--- src/rtl/buffered_ram_port_cfg.svh ---
// Functional notes
// - transparent mode: transfer starts first edge after ack or grant goes low.
// - buffered mode: engine transfer starts on the edge that drives grant low; host transfers leave grant high.
// - buffered mode: every host and engine access uses the buffered bus.
// - transparent mode: buffered access only if route input low after request.
// - narrow strap low: each access becomes two consecutive byte accesses.
// - narrow mode: top address bit selects upper or lower byte.
// - narrow mode: both bytes use upper data lines; lower lines unused.
// - direction strap high: rd_wr high reads; low: rd_wr low reads.
// - no-stall strap high selects waited host handshake, low zero-wait; code applies this in buffered mode only, transparent mode always acks.
// - parity line used only with 17/9-bit RAM; enables parity gen/check.
// - one access sequence serves host and engine in both modes.
// - buffered bus is separate from the host processor bus.
// - read end: select and read strobe rise on the same edge, except after the first byte in narrow mode.
// - write data driven after an edge, released on a later edge.
// - on-chip choose low selects internal RAM, high off-chip RAM.
// - read strobe asserted on every read; bus data ignored if on-chip.
// - write strobe pulsed only when off-chip RAM chosen.
`ifndef BUFFERED_RAM_PORT_CFG_SVH
`define BUFFERED_RAM_PORT_CFG_SVH

`define BRP_HALF_CYCLES   4
`define BRP_LAST_PHASE    2'h3
`define BRP_OE_PHASE      2'h1
`define BRP_WR_PHASE      2'h2
`define BRP_ROUTE_WAIT    2'h3
`define BRP_TOP_BIT       15
`define BRP_PAR_BIT       16
`define BRP_UPPER_HALF    1'b1
`define BRP_ODD_PARITY    1'b1

`endif

--- src/rtl/buffered_ram_port_pkg.sv ---
package buffered_ram_port_pkg;

    typedef struct packed {
        logic        write;
        logic [15:0] addr;
        logic [15:0] wdata;
    } eng_req_s;

    typedef struct packed {
        logic        rd_wr;
        logic [15:0] addr;
        logic [15:0] wdata;
    } host_req_s;

    typedef struct packed {
        logic        select_n;
        logic        read_strobe_n;
        logic        write_strobe_n;
        logic [15:0] addr;
        logic [16:0] data;
        logic        upper_oe;
        logic        lower_oe;
        logic        parity_oe;
    } ram_pins_s;

    typedef enum logic [4:0] {
        ST_IDLE   = 5'h01,
        ST_ROUTE  = 5'h02,
        ST_GRANT  = 5'h04,
        ST_ACCESS = 5'h08,
        ST_FINISH = 5'h10
    } port_state_e;

endpackage

--- src/rtl/pin_sync.sv ---
`timescale 1ns/100ps
`default_nettype none
module pin_sync #(
    parameter int          W   = 1,
    parameter logic [W-1:0] RST = '0
) (
    input  wire logic         clk_i,
    input  wire logic         rst_n_i,
    input  wire logic [W-1:0] d_i,
    output logic      [W-1:0] q_o
);
    logic [W-1:0] meta_q;
    logic [W-1:0] sync_q;

    always_ff @(posedge clk_i) begin
        if (!rst_n_i) begin
            meta_q <= RST;
            sync_q <= RST;
        end else begin
            meta_q <= d_i;
            sync_q <= meta_q;
        end
    end

    assign q_o = sync_q;
endmodule // pin_sync
`default_nettype wire

--- src/rtl/lane_parity.sv ---
`timescale 1ns/100ps
`default_nettype none
`include "buffered_ram_port_cfg.svh"
module lane_parity (
    input  wire logic [15:0] data_i,
    input  wire logic        narrow_i,
    input  wire logic        upper_i,
    output logic             parity_o
);
    logic [15:0] lane;

    // narrow mode covers only the byte on the wire
    always_comb begin
        lane = data_i;
        if (narrow_i) begin
            lane = upper_i ? {8'h00, data_i[15:8]} : {8'h00, data_i[7:0]};
        end
        parity_o = (^lane) ^ `BRP_ODD_PARITY;
    end
endmodule // lane_parity
`default_nettype wire

--- src/rtl/buffered_ram_port.sv ---
`timescale 1ns/100ps
`default_nettype none
`include "buffered_ram_port_cfg.svh"
module buffered_ram_port
    import buffered_ram_port_pkg::*;
(
    input  wire logic      clk_i,
    input  wire logic      rst_n_i,
    input  wire logic      buffered_mode_i,
    input  wire logic      narrow_ram_select_n_i,
    input  wire logic      direction_sense_i,
    input  wire logic      no_stall_i,
    input  wire logic      parity_enable_i,
    input  wire logic      onchip_ram_choose_n_i,
    input  wire logic      host_memory_route_in_n_i,
    input  wire logic      eng_req_i,
    input  wire eng_req_s  eng_cmd_i,
    input  wire logic      host_req_i,
    input  wire host_req_s host_cmd_i,
    input  wire logic [16:0] ram_data_i,
    output ram_pins_s      ram_o,
    output logic           io_grant_n_o,
    output logic           host_memory_request_out_n_o,
    output logic           host_transfer_ack_n_o,
    output logic [15:0]    rdata_o,
    output logic           eng_done_o,
    output logic           host_done_o,
    output logic           onchip_hit_o,
    output logic           external_route_o,
    output logic           parity_err_o
);
    logic [5:0]  ctl_s;
    logic [16:0] din_s;
    logic        buf_s, narrow_n_s, dir_s, nostall_s, choose_n_s, route_n_s;

    pin_sync #(.W(6), .RST(6'h3f)) u_ctl_sync (
        .clk_i   (clk_i),
        .rst_n_i (rst_n_i),
        .d_i     ({buffered_mode_i, narrow_ram_select_n_i, direction_sense_i,
                   no_stall_i, onchip_ram_choose_n_i,
                   host_memory_route_in_n_i}),
        .q_o     (ctl_s)
    );

    pin_sync #(.W(17), .RST(17'h00000)) u_data_sync (
        .clk_i   (clk_i),
        .rst_n_i (rst_n_i),
        .d_i     (ram_data_i),
        .q_o     (din_s)
    );

    assign {buf_s, narrow_n_s, dir_s, nostall_s, choose_n_s, route_n_s} = ctl_s;

    port_state_e state_q, state_d;
    logic [1:0]  phase_q, phase_d;
    logic [1:0]  wait_q, wait_d;
    logic        half_q, half_d;
    logic        host_q, host_d;
    logic        wr_q, wr_d;
    logic        narrow_q, narrow_d;
    logic        onchip_q, onchip_d;
    logic        ext_q, ext_d;
    logic [15:0] addr_q, addr_d;
    logic [15:0] wdata_q, wdata_d;
    logic [15:0] rdata_q, rdata_d;
    logic        cap_q, cap_d;
    logic        cap_hi_q, cap_hi_d;
    logic        perr_q, perr_d;
    ram_pins_s   pins_q, pins_d;
    logic        grant_n_q, grant_n_d;
    logic        mreq_n_q, mreq_n_d;
    logic        ack_n_q, ack_n_d;
    logic        edone_q, edone_d;
    logic        hdone_q, hdone_d;
    logic        wpar, rpar;
    logic        access_d, rd_strobe, wr_strobe;

    lane_parity u_wpar (
        .data_i   (wdata_q),
        .narrow_i (narrow_q),
        .upper_i  (half_d == `BRP_UPPER_HALF),
        .parity_o (wpar)
    );

    lane_parity u_rpar (
        .data_i   (din_s[15:0]),
        .narrow_i (narrow_q),
        .upper_i  (1'b1),
        .parity_o (rpar)
    );

    // sequencer: one path for host and engine alike
    always_comb begin
        state_d  = state_q;
        phase_d  = phase_q;
        wait_d   = wait_q;
        half_d   = half_q;
        host_d   = host_q;
        wr_d     = wr_q;
        narrow_d = narrow_q;
        onchip_d = onchip_q;
        ext_d    = ext_q;
        addr_d   = addr_q;
        wdata_d  = wdata_q;
        grant_n_d = grant_n_q;
        mreq_n_d  = mreq_n_q;
        ack_n_d   = 1'b1;
        edone_d   = 1'b0;
        hdone_d   = 1'b0;
        case (state_q)
            ST_IDLE: begin
                phase_d = 2'h0;
                ext_d   = 1'b0;
                if (eng_req_i || host_req_i) begin
                    // engine wins when both ask in one cycle
                    host_d   = !eng_req_i;
                    wr_d     = eng_req_i ? eng_cmd_i.write
                             : (dir_s ? !host_cmd_i.rd_wr
                                      : host_cmd_i.rd_wr);
                    addr_d   = eng_req_i ? eng_cmd_i.addr : host_cmd_i.addr;
                    wdata_d  = eng_req_i ? eng_cmd_i.wdata : host_cmd_i.wdata;
                    narrow_d = !narrow_n_s;
                    half_d   = `BRP_UPPER_HALF;
                    onchip_d = !choose_n_s;
                    if (buf_s) begin
                        state_d   = ST_ACCESS;
                        grant_n_d = !eng_req_i ? grant_n_q : 1'b0;
                    end else begin
                        state_d  = ST_ROUTE;
                        mreq_n_d = 1'b0;
                        wait_d   = 2'h0;
                    end
                end
            end
            ST_ROUTE: begin
                // route input needs the sync delay before it is trusted
                wait_d = wait_q + 2'h1;
                if (wait_q == `BRP_ROUTE_WAIT) begin
                    ext_d   = route_n_s;
                    state_d = ST_GRANT;
                    if (host_q) begin
                        ack_n_d = 1'b0;
                    end else begin
                        grant_n_d = 1'b0;
                    end
                end
            end
            ST_GRANT: begin
                onchip_d = !choose_n_s;
                state_d  = ext_q ? ST_FINISH : ST_ACCESS;
            end
            ST_ACCESS: begin
                phase_d = phase_q + 2'h1;
                if (phase_q == `BRP_LAST_PHASE) begin
                    if (narrow_q && half_q == `BRP_UPPER_HALF) begin
                        half_d = !`BRP_UPPER_HALF;
                    end else begin
                        state_d = ST_FINISH;
                    end
                end
            end
            ST_FINISH: begin
                state_d   = ST_IDLE;
                grant_n_d = 1'b1;
                mreq_n_d  = 1'b1;
                edone_d   = !host_q;
                hdone_d   = host_q;
                // waited handshake acknowledges at the end
                ack_n_d   = !(host_q && buf_s && nostall_s);
            end
            default: begin
                state_d   = ST_IDLE;
                grant_n_d = 1'b1;
                mreq_n_d  = 1'b1;
            end
        endcase
    end

    // pin image, computed from next state so pins come from flops
    always_comb begin
        access_d  = (state_d == ST_ACCESS);
        rd_strobe = access_d && !wr_d && (phase_d >= `BRP_OE_PHASE);
        wr_strobe = access_d && wr_d && (phase_d == `BRP_WR_PHASE);
        pins_d = pins_q;
        pins_d.select_n       = !access_d;
        pins_d.read_strobe_n  = !rd_strobe;
        pins_d.write_strobe_n = !(wr_strobe && !onchip_d);
        pins_d.upper_oe       = access_d && wr_d;
        pins_d.lower_oe       = access_d && wr_d && !narrow_d;
        pins_d.parity_oe      = access_d && wr_d && parity_enable_i;
        if (access_d) begin
            pins_d.addr = addr_d;
            if (narrow_d) begin
                pins_d.addr[`BRP_TOP_BIT] = half_d;
                pins_d.data[15:8] = (half_d == `BRP_UPPER_HALF)
                                  ? wdata_d[15:8] : wdata_d[7:0];
                pins_d.data[7:0]  = 8'h00;
            end else begin
                pins_d.data[15:0] = wdata_d;
            end
            pins_d.data[`BRP_PAR_BIT] = wpar;
        end
    end

    // read capture one cycle after each half, from synced data lines
    always_comb begin
        cap_d    = (state_q == ST_ACCESS) && !wr_q
                && (phase_q == `BRP_LAST_PHASE);
        cap_hi_d = narrow_q && (half_q == `BRP_UPPER_HALF);
        rdata_d  = rdata_q;
        perr_d   = (state_q == ST_IDLE) ? 1'b0 : perr_q;
        if (cap_q && !onchip_q) begin
            if (!narrow_q) begin
                rdata_d = din_s[15:0];
            end else if (cap_hi_q) begin
                rdata_d[15:8] = din_s[15:8];
            end else begin
                rdata_d[7:0] = din_s[15:8];
            end
            if (parity_enable_i
                && (din_s[`BRP_PAR_BIT] != (narrow_q ? rpar
                    : ((^din_s[15:0]) ^ `BRP_ODD_PARITY)))) begin
                perr_d = 1'b1;
            end
        end
    end

    always_ff @(posedge clk_i) begin
        if (!rst_n_i) begin
            state_q   <= ST_IDLE;
            phase_q   <= 2'h0;
            wait_q    <= 2'h0;
            half_q    <= 1'b0;
            host_q    <= 1'b0;
            wr_q      <= 1'b0;
            narrow_q  <= 1'b0;
            onchip_q  <= 1'b0;
            ext_q     <= 1'b0;
            addr_q    <= 16'h0000;
            wdata_q   <= 16'h0000;
            rdata_q   <= 16'h0000;
            cap_q     <= 1'b0;
            cap_hi_q  <= 1'b0;
            perr_q    <= 1'b0;
            pins_q    <= '{select_n: 1'b1, read_strobe_n: 1'b1,
                           write_strobe_n: 1'b1, default: '0};
            grant_n_q <= 1'b1;
            mreq_n_q  <= 1'b1;
            ack_n_q   <= 1'b1;
            edone_q   <= 1'b0;
            hdone_q   <= 1'b0;
        end else begin
            state_q   <= state_d;
            phase_q   <= phase_d;
            wait_q    <= wait_d;
            half_q    <= half_d;
            host_q    <= host_d;
            wr_q      <= wr_d;
            narrow_q  <= narrow_d;
            onchip_q  <= onchip_d;
            ext_q     <= ext_d;
            addr_q    <= addr_d;
            wdata_q   <= wdata_d;
            rdata_q   <= rdata_d;
            cap_q     <= cap_d;
            cap_hi_q  <= cap_hi_d;
            perr_q    <= perr_d;
            pins_q    <= pins_d;
            grant_n_q <= grant_n_d;
            mreq_n_q  <= mreq_n_d;
            ack_n_q   <= ack_n_d;
            edone_q   <= edone_d;
            hdone_q   <= hdone_d;
        end
    end

    assign ram_o                       = pins_q;
    assign io_grant_n_o                = grant_n_q;
    assign host_memory_request_out_n_o = mreq_n_q;
    assign host_transfer_ack_n_o       = ack_n_q;
    assign rdata_o                     = rdata_q;
    assign eng_done_o                  = edone_q;
    assign host_done_o                 = hdone_q;
    assign onchip_hit_o                = onchip_q;
    assign external_route_o            = ext_q;
    assign parity_err_o                = perr_q;
endmodule // buffered_ram_port
`default_nettype wire

--- config.mk ---
export PLATFORM = sky130hd
export DESIGN_NAME = buffered_ram_port
export DESIGN_NICKNAME = d
export VERILOG_FILES = /design/src/rtl/buffered_ram_port_pkg.sv /design/src/rtl/pin_sync.sv /design/src/rtl/lane_parity.sv /design/src/rtl/buffered_ram_port.sv
export VERILOG_INCLUDE_DIRS = /design/src /design/src/rtl
export SDC_FILE = /design/constraint.sdc
export NUM_CORES = 1
export LEC_CHECK = 0
export BUFFER_PORTS_ARGS = -buffer_cell sky130_fd_sc_hd__buf_2
export CAP_MARGIN = 20
export CORE_MARGIN = 3
export CORE_UTILIZATION = 50
export DETAILED_ROUTE_END_ITERATION = 12
export PLACE_DENSITY = 0.76
export SETUP_SLACK_MARGIN = 0.2
export SYNTH_ARGS = -nofsm -noshare
export SYNTH_HDL_FRONTEND = slang
export SYNTH_SLANG_ARGS = --single-unit
--- constraint.sdc ---
create_clock -name clk_i -period 5 [get_ports clk_i]
set_input_delay 0.25 -clock clk_i [delete_from_list [all_inputs] [get_ports clk_i]]
set_output_delay 0.25 -clock clk_i [all_outputs]
set_load 0.1 [all_outputs]
==> results.toml, run 1 <==
[cells_and_area]
diodes = 0
fin_area_um2 = 7543
drive_gt1_share_pct = 30.52
fin_nets = 876
areaGrowthSynthToFinish_pct = 23.60
fin_util_pct = 64.68

[route]
drtIter0Drc = 280
dr_wl_met2_mm = 6.779
route.met3.wl_mm = 1.012
num_vias = 4815
dr.pass1.iters = 4
top_layer = "met4"
viasPerCell = 5.144
met1_length_mm = 5.755
ant_nets = 0
wl_per_cell_um = 14.70
post-route-drc-count = 0
wl_mm = 13.76

[synthesis]
synth_edf_count = 0
synth.net_count = 730
ys.flop_type = "dfxtp_1"
synth.distinct_cells = 47
ys_seq_area_share_pct = 51.17
ys_ff_latch = 156
synthArstFlopShare_pct = 0
syn_inst = 634
syn_area_um2 = 6103
yosysWarnings = 0
syn_avg_cell_area_um2 = 9.627

[placement]
placed_area_um2 = 6899
hpwlAfterDp_mm = 9.629
numPortBuffers = 156
gp_congestion = 0.8372

[setup_path]
critPathKind = "flop to flop"
path_max_fanout = 36
crit_path_frequent_cell = "nor2_1"
required_ps = 5280
reg2reg_slack_ps = 2380
startpoint_type = "flop"
cp_slowest_cell = "and3_2"
cpPeakStageDelay_ps = 800
endpoint_kind = "flop"
worstPathArrival_ps = 2890
worstPathCellList = "nor3_2 -> and3_2 -> buf_4 -> mux2i_1 -> nor2_1 -> a21oi_1 -> nor2_1"

[timing]
fmax_ghz = 0.3822
finalSetupTns_ps = 0
finalCritPeriodShare_pct = 52.34
rsz0062_at_grt = "false"
min_period_ps = 2617
max_slew_margin_pct = 39.23
setup_viol = 0
hold_viol = 0
worstMarginPinSlew_ps = 911.5
slew_viol_final = 0
finClkSkew_ps = 10.39

[cts]
path_clk_slew_ps = 60
cts-resized-gates = 0
clock-sinks = 156
insertion_delay_ps = 420
cts_buffers = 17
postCtsSetupBuffers = 0
cts_tree = "done"
h-tree-depth = 4
cts_buffer_depth = 2
clock-root-buffer = "clkbuf_16"

[global_routing]
grt_pass1_vias = 4611
grt_pass1_wl_mm = 21.66
overflow = 0
grt_max_degree = 81
grtUsageTotal_pct = 20.37
grt_antenna_before_repair = 0

[run_status]
outcome = "finished, final reports clean"

[job]
maxCapViolations = 0

[floorplanning]
num_rows = 39
start_util_pct = 52.33
core_um2 = 11660
ios = 157
die_w_um = 116.5
die-height_um = 116.5
die_area_um2 = 13570

[min_path]
hold_class = "input pin to flop"

[power_and_ir_drop]
p_leak_uw = 0.003323
ir_worst_vdd_v = 0.0002174
powerDensity_nw_per_um2 = 572.5
==> worst max-delay path: cells and delay by family, from the launching register on <==
kind,cells,cell delay [ps]
buffers and inverters,1,410
multiplexers,1,290
AND/OR/NAND/NOR,4,1250
flip-flops,1,360
AO/OA/AOI/OAI,1,150
==> cell usage in the layout (no fill, tap or decap), drive strengths merged, types with 4 or more instances in the layout <==
| cell | instances |
|---|---|
| dlygate4sd3 | 4 |
| a211oi | 9 |
| a21oi | 45 |
| mux2 | 24 |
| and3 | 4 |
| nor2 | 95 |
| inv | 14 |
| xnor2 | 28 |
| buf | 162 |
| nand2 | 43 |
| nor3 | 4 |
| and2 | 41 |
| clkbuf | 17 |
| or3 | 8 |
| dfxtp | 156 |
| nand3 | 7 |
| nand2b | 13 |
| mux2i | 49 |
| o21ai | 34 |
==> timing repair <==
item                                    CTS  global route
hold buffers                              4             0
hold endpoints to repair                  4             0
endpoints found under the setup margin    0             0
==> cell type report <==
class                           instances  area, um^2
Sequential cell                       156        3123
Tap cell                              143       178.9
Multi-Input combinational cell        434        2760
Fill cell                             940        4119
Timing Repair Buffer                  166       865.8
Clock inverter                         15       171.4
Inverter                                5       18.77
Clock buffer                           17       425.4
==> per-layer routing <==
| metal | global-route usage, % | vias to the layer above |
|---|---|---|
| met5 | 0 | - |
| met4 | 7.811 | 0 |
| met3 | 6.010 | 18 |
| met2 | 35.24 | 157 |
| met1 | 23.77 | 2208 |
| li1 | - | 2432 |
==> power by group <==
| part | internal, uW | leakage (uW) | total [uW] | switching [uW] |
|---|---|---|---|---|
| clock network | 750 | 0.000287 | 1280 | 532 |
| logic | 419 | 0.00175 | 1510 | 1090 |
| registers | 1410 | 0.00128 | 1530 | 114 |
==> sequential cells by signal (all words and copies together), names as in the netlist, 2 cells and up <==
register            cells
addr_q                 16
phase_q                 2
ram_o                  39
rdata_o                16
state_q                 5
u_ctl_sync.meta_q       6
u_ctl_sync.q_o          6
u_data_sync.meta_q     17
u_data_sync.q_o        17
wait_q                  2
wdata_q                16
==> synth_stat cells (all sizes together) (2+ instances only) <==
cell type  number  area (um^2)
a211oi          9        67.56
a21oi          45        229.0
a31oi           2        12.51
and2           41        256.5
and3            4        25.02
buf            19        127.6
clkbuf         20        75.07
dfxtp         156         3123
ha              2        25.02
inv             5        18.76
mux2           24        270.3
mux2i          49        490.5
nand2          43        183.9
nand2b         13        81.33
nand3           7        35.03
nand3b          3        22.52
nor2           95        359.1
nor2b           3        18.77
nor3            4        25.02
o211ai          2        15.01
o21ai          34        200.2
o31ai           3        22.52
or3             8        50.05
xnor2          28        245.2
xor2            3        26.28
==> per-stage QoR <==
| stage | power (uW) | setup slack, ps | hold WS [ps] | cells |
|---|---|---|---|---|
| floorplan | 2802 | 2913 | 351.5 | 634 |
| global route | 4516 | 2187 | 7.990 | 936 |
| CTS | 4338 | 2443 | 3.537 | 935 |
| global placement | 3020 | 2161 | 389.5 | 899 |
| finish | 4319 | 2383 | 14.39 | 936 |
| detailed placement | 3045 | 2054 | 398.6 | 899 |
==> final timing paths <==
path / depth (start not counted) / start / end
hold reg to reg: 1 / u_ctl_sync.meta_q[3]$_SDFF_PN1_ / u_ctl_sync.q_o[3]$_SDFF_PN1_
setup reg to reg: 7 / state_q[4]$_SDFF_PN0_ / ram_o[30]$_SDFFE_PN0N_
hold / removal: 2 / buffered_mode_i / u_ctl_sync.meta_q[5]$_SDFF_PN1_
setup / recovery: 7 / state_q[4]$_SDFF_PN0_ / ram_o[30]$_SDFFE_PN0N_
==> logic make-up after synthesis <==
group           count (synthesis)  share of synthesized area (%)
simple gates                  225                          17.77
flops                         156                          51.17
compound gates                103                          10.11
mux                            73                          12.46
buf+inv                        44                          3.628
xor+xnor                       31                          4.449
fa+ha+maj                       2                         0.4099
Power figures use the tool's default switching activity.
==> run 2: changes to the inputs <==
clock period = 2.6 ns   (was 5 ns; I/O delays follow)
==> run 2 against run 1 <==
Compared with the run above: via count increased by 4.2%; worst setup slack got worse by 1900 ps; clock power increased by 93%; first-iteration DRC count increased by 13%; final cell count increased by 2.5%; non-clock buffer count increased by 23; count of clock-buffer cells in the layout increased by 4; maximum frequency increased by 26%; power increased by 94%; critical path depth decreased by 1; highest routed layer unchanged.
==> results.toml, run 2 (synthesis results as in run 1) <==
[floorplanning]
start_util_pct = 52.33
ios = 157
num_rows = 39
die_area_um2 = 13570
die_w_um = 116.5
core_um2 = 11660
die-height_um = 116.5

[setup_path]
worstPathArrival_ps = 2420
startpoint_type = "flop"
path_max_fanout = 48
worstPathCellList = "nor2_2 -> nand3_1 -> o221a_2 -> buf_4 -> or3_1 -> a21oi_1"
crit_buf_inv = 1
reg2reg_depth = 6
crit_family = "simple AND/OR/NAND/NOR gates"
cpPeakStageDelay_ps = 420
cp_slowest_cell = "or3_1"
startpoint = "state_q[4]$_SDFF_PN0_"
r2r_end = "ram_o[9]$_SDFFE_PN0N_"
critPathKind = "flop to flop"
endpoint_kind = "flop"
worstReg2RegStart = "state_q[4]$_SDFF_PN0_"
required_ps = 2940
reg2reg_slack_ps = 520

[cells_and_area]
layout_common_cells = "dfxtp_1 (156), buf_2 (156), nor2_1 (94)"
diodes = 0
areaGrowthSynthToFinish_pct = 27.61
fill_cells = 897
largest_register_ff_count = 39
seqCellArea_um2 = 3123
drive_gt1_share_pct = 29.66
multi_input_area_um2 = 2760
fin_nets = 899

[route]
dr_wl_met2_mm = 7.286
num_vias = 5018
dr.pass1.iters = 4
ant_nets = 0
route.met3.wl_um = 899
wl_per_cell_um = 15.13
wl_mm = 14.51
drtIter0Drc = 316
post-route-drc-count = 0
top_layer = "met4"
met1_length_mm = 6.100
viasPerCell = 5.233

[cts]
h-tree-depth = 4
cts_buffers = 17
cts_tree = "done"
insertion_delay_ps = 410
cts_buffer_depth = 2
clock-sinks = 156
clock-root-buffer = "clkbuf_16"
path_clk_slew_ps = 60

[timing]
worstMarginPinSlew_ps = 736.0
max_slew_margin_pct = 50.94
finalSetupTns_ps = 0
finClkSkew_ps = 8.784
finalCritPeriodShare_pct = 80.08
hold_ws_ps = 108.1
hold_viol = 0
setup_viol = 0
min_period_ps = 2082
fmax_ghz = 0.4803
rsz0062_at_grt = "false"
slew_viol_final = 0

[min_path]
hold_path_end = "wdata_q[4]$_SDFF_PN0_"
whs_path_depth = 5
hold_class = "input pin to flop"
min_from = "eng_cmd_i[4]"

[global_routing]
grt_pass1_wl_mm = 22.82
overflow = 0
grt_pass1_vias = 4897
grt_max_degree = 68
grt_antenna_before_repair = 0
grtUsageTotal_pct = 21.38

[placement]
gp_congestion = 0.8804
numPortBuffers = 156
hpwlAfterDp_mm = 9.947

[power_and_ir_drop]
pwr-share-clk_pct = 29.4
ir_worst_vdd_v = 0.0004325
comb_power_share_pct = 35.8
switchingPower_uw = 3289
p_sw_share_pct = 39.17
powerDensity_nw_per_um2 = 1078
p_int_uw = 5108
seq_power_share_pct = 34.9
p_leak_uw = 0.003423

[job]
maxCapViolations = 0

[run_status]
outcome = "finished, final reports clean"
[run 2: changes by cell type in the layout (fill, tap and decap cells not counted)]
cell	previous run	this run
buf_12	0	2
buf_4	6	7
bufinv_16	2	3
clkbuf_1	0	3
clkbuf_8	0	1
clkinv_2	0	3
clkinv_4	2	1
clkinvlp_4	2	4
dlygate4sd3_1	4	24
inv_6	9	0
[run 2: repair_timing]
item,CTS,global route
hold buffers,24,0
gates resized for setup,0,0
setup endpoints to repair,0,0
buffers inserted,0,0
endpoints found under the hold margin,25,0
[run 2: layer usage]
layer	GRT usage, %	vias up
li1	-	2472
met1	25.19	2346
met2	37.53	178
met3	5.389	22
met4	7.966	0
met5	0	-
[run 2: layout make-up]
class | count | share of cell area [%]
Inverter | 5 | 0.2410
Clock inverter | 11 | 1.847
Clock buffer | 21 | 5.783
Multi-Input combinational cell | 434 | 35.44
Timing Repair Buffer | 189 | 14.30
Tap cell | 143 | 2.297
Sequential cell | 156 | 40.10
[run 2: worst max path at each step]
stage | endpoint | slack (ps) | cells past startpoint
after floorplan | ram_o[33]$_SDFFE_PN0N_ | 510 | 6
after global placement | ram_o[6]$_SDFFE_PN0N_ | 670 | 6
after detailed placement | ram_o[9]$_SDFFE_PN0N_ | 600 | 6
after CTS | ram_o[4]$_SDFFE_PN0N_ | 560 | 6
after global routing | ram_o[4]$_SDFFE_PN0N_ | 400 | 6
final | ram_o[9]$_SDFFE_PN0N_ | 520 | 6
[run 2: through the flow]
stage          instance area (um^2)  cells  power (uW)  setup WS (ps)  util (%)
2_1_floorplan                  6103    634        5389          513.1         -
3_3_place_gp                   6954    903        5852          666.3     59.63
3_5_place_dp                   6954    903        5918          601.6     59.63
4_1_cts                        7789    959        8419          564.8     66.78
5_1_grt                        7789    959        8776          402.5     66.78
6_report                       7789    959        8396          518.0     66.78
[run 2: tightest hold or removal path: cells and delay by family]
kind | cells | cell delay, ps
AND/OR/NAND/NOR | 2 | 150
buffers and inverters | 1 | 70
multiplexers | 1 | 70
AO/OA/AOI/OAI | 1 | 60
[run 2: power groups by stage]
stage	clock [uW]	combinational (uW)	sequential (uW)
4_1_cts	2500	3000	2920
3_5_place_dp	0	2950	2970
2_1_floorplan	0	1390	4000
5_1_grt	2610	3210	2960
6_report	2470	3000	2930
3_3_place_gp	0	2890	2960
==> run 3: changes to the inputs <==
clock period = 2.1 ns   (was 2.6 ns; I/O delays follow)
==> run 3 against run 2 <==
Compared with the run above: flip-flop and latch count stayed put; sequential share of layout area decreased by 1.1 points; register-to-register slack got worse by 330 ps; critical endpoint unchanged; highest routed layer unchanged; worst hold slack got worse by 75 ps; via count rose by 2.2%.
==> results.toml, run 3 (synthesis results as in run 1) <==
[timing]
max_slew_margin_pct = 65.57
finalCritPeriodShare_pct = 91.05
rsz0062_at_grt = "true"
finClkSkew_ps = 5.547
worstMarginPinSlew_ps = 516.5
slew_viol_final = 0
hold_viol = 0
min_period_ps = 1912
finalSetupTns_ps = 0
setup_viol = 0
fmax_ghz = 0.5230

[power_and_ir_drop]
p_sw_share_pct = 38.20
p_leak_uw = 0.003524
seq_power_share_pct = 33.5
p_int_uw = 6695
comb_power_share_pct = 37.1
powerDensity_nw_per_um2 = 1350
switchingPower_uw = 4139
pwr-share-clk_pct = 29.5
ir_worst_vdd_v = 0.0006618

[route]
dr.pass1.iters = 5
ant_nets = 0
wl_per_cell_um = 15.71
drtIter0Drc = 304
viasPerCell = 5.307
num_vias = 5127
wl_mm = 15.17
post-route-drc-count = 0

[placement]
hpwlAfterDp_mm = 10.28
dpl.cell_count = 909
numPortBuffers = 156
placed_area_um2 = 7014
gp_congestion = 0.8824

[global_routing]
use_met1_pct = 25.40
busiest_layer = "met2"
grt_antenna_before_repair = 0
grtUsageTotal_pct = 21.86
grt_pass1_vias = 4978
grt_max_degree = 51
grtUsageMet2_pct = 38.48
grt.met3_usage_pct = 4.715
grt_pass1_wl_mm = 23.25
overflow = 0

[cts]
path_clk_slew_ps = 60
cts_buffer_depth = 2
cts_tree = "done"
clock-sinks = 156
cts_buffers = 17
h-tree-depth = 4
insertion_delay_ps = 410
clock-root-buffer = "clkbuf_16"

[cells_and_area]
fill_cells = 865
layout_common_cells = "buf_2 (156), dfxtp_1 (152), nor2_1 (94)"
multi_input_area_um2 = 2874
drive_gt1_share_pct = 32.20
mostFrequentLayoutCell = "buf_2"
diodes = 0
fin_area_um2 = 8025
seqCellArea_um2 = 3128
areaGrowthSynthToFinish_pct = 31.49
fin_nets = 909
largest_register_ff_count = 39
instances_no_fill = 966

[floorplanning]
start_util_pct = 52.33
core_um2 = 11660
die_area_um2 = 13570
die-height_um = 116.5
num_rows = 39
die_w_um = 116.5
ios = 157

[setup_path]
critPathKind = "flop to flop"
crit_buf_inv = 1
cp_slowest_cell = "dfxtp_1"
cpPeakStageDelay_ps = 400
required_ps = 2440
worstReg2RegStart = "state_q[4]$_SDFF_PN0_"
worstPathCellList = "nor3_4 -> and3_4 -> buf_12 -> o21ai_2 -> or3_1 -> a21oi_1"
crit_family = "simple AND/OR/NAND/NOR gates"
startpoint_type = "flop"
path_max_fanout = 25
reg2reg_slack_ps = 190
worstPathArrival_ps = 2250
endpoint_kind = "flop"
startpoint = "state_q[4]$_SDFF_PN0_"

[run_status]
outcome = "finished, final reports clean"

[job]
maxCapViolations = 0

[min_path]
min_from = "host_req_i"
hold_class = "input pin to flop"
-- run 3: power by group through the flow --
stage          Combinational (uW)  Clock (uW)  Sequential, uW
2_1_floorplan                1730           0            4950
3_3_place_gp                 3690           0            3650
3_5_place_dp                 3780           0            3660
4_1_cts                      3860        3220            3600
5_1_grt                      4280        3380            3660
6_report                     4020        3190            3630
-- run 3: metal layers --
layer  wire length, um  up-vias
met5                 0        -
met4               411        0
met3               919       33
met2              7771      198
met1              6070     2402
li1                  -     2494
-- run 3: through the flow --
stage / hold WS, ps / util (%) / total power (uW) / setup WS, ps
floorplan: 206.5 / - / 6672 / 366.7
finish: 33.19 / 68.81 / 10830 / 188.0
global placement: 287.3 / 60.14 / 7340 / 262.3
global route: 68.58 / 68.81 / 11320 / 118.1
CTS: 19.43 / 67.64 / 10680 / 210.5
detailed placement: 290.2 / 60.14 / 7438 / 113.7
-- run 3: final timing paths --
kind	end	cells past startpoint
max	ram_o[9]$_SDFFE_PN0N_	6
min	host_q$_SDFFE_PN0P_	3
max reg2reg	ram_o[9]$_SDFFE_PN0N_	6
min reg2reg	u_ctl_sync.q_o[5]$_SDFF_PN1_	1
-- run 3: what timing repair did --
item                                    CTS  global route
buffers inserted                          0             1
resized for setup                         2            20
hold buffers                             24             0
pin swaps                                 0             3
hold endpoints to repair                 25             0
cloned                                    0             3
endpoints found under the setup margin   22            37
-- run 3: tightest hold or removal path, delay by kind of cell --
family | cells | cell delay, ps
compound gates | 2 | 180
buf+inv | 1 | 110
-- run 3: layout make-up --
class | instances | area share, %
Sequential cell | 156 | 38.98
Timing Repair Buffer | 197 | 15.00
Clock buffer | 22 | 6.034
Multi-Input combinational cell | 436 | 35.81
Inverter | 5 | 0.2339
Clock inverter | 7 | 1.715
Tap cell | 143 | 2.230
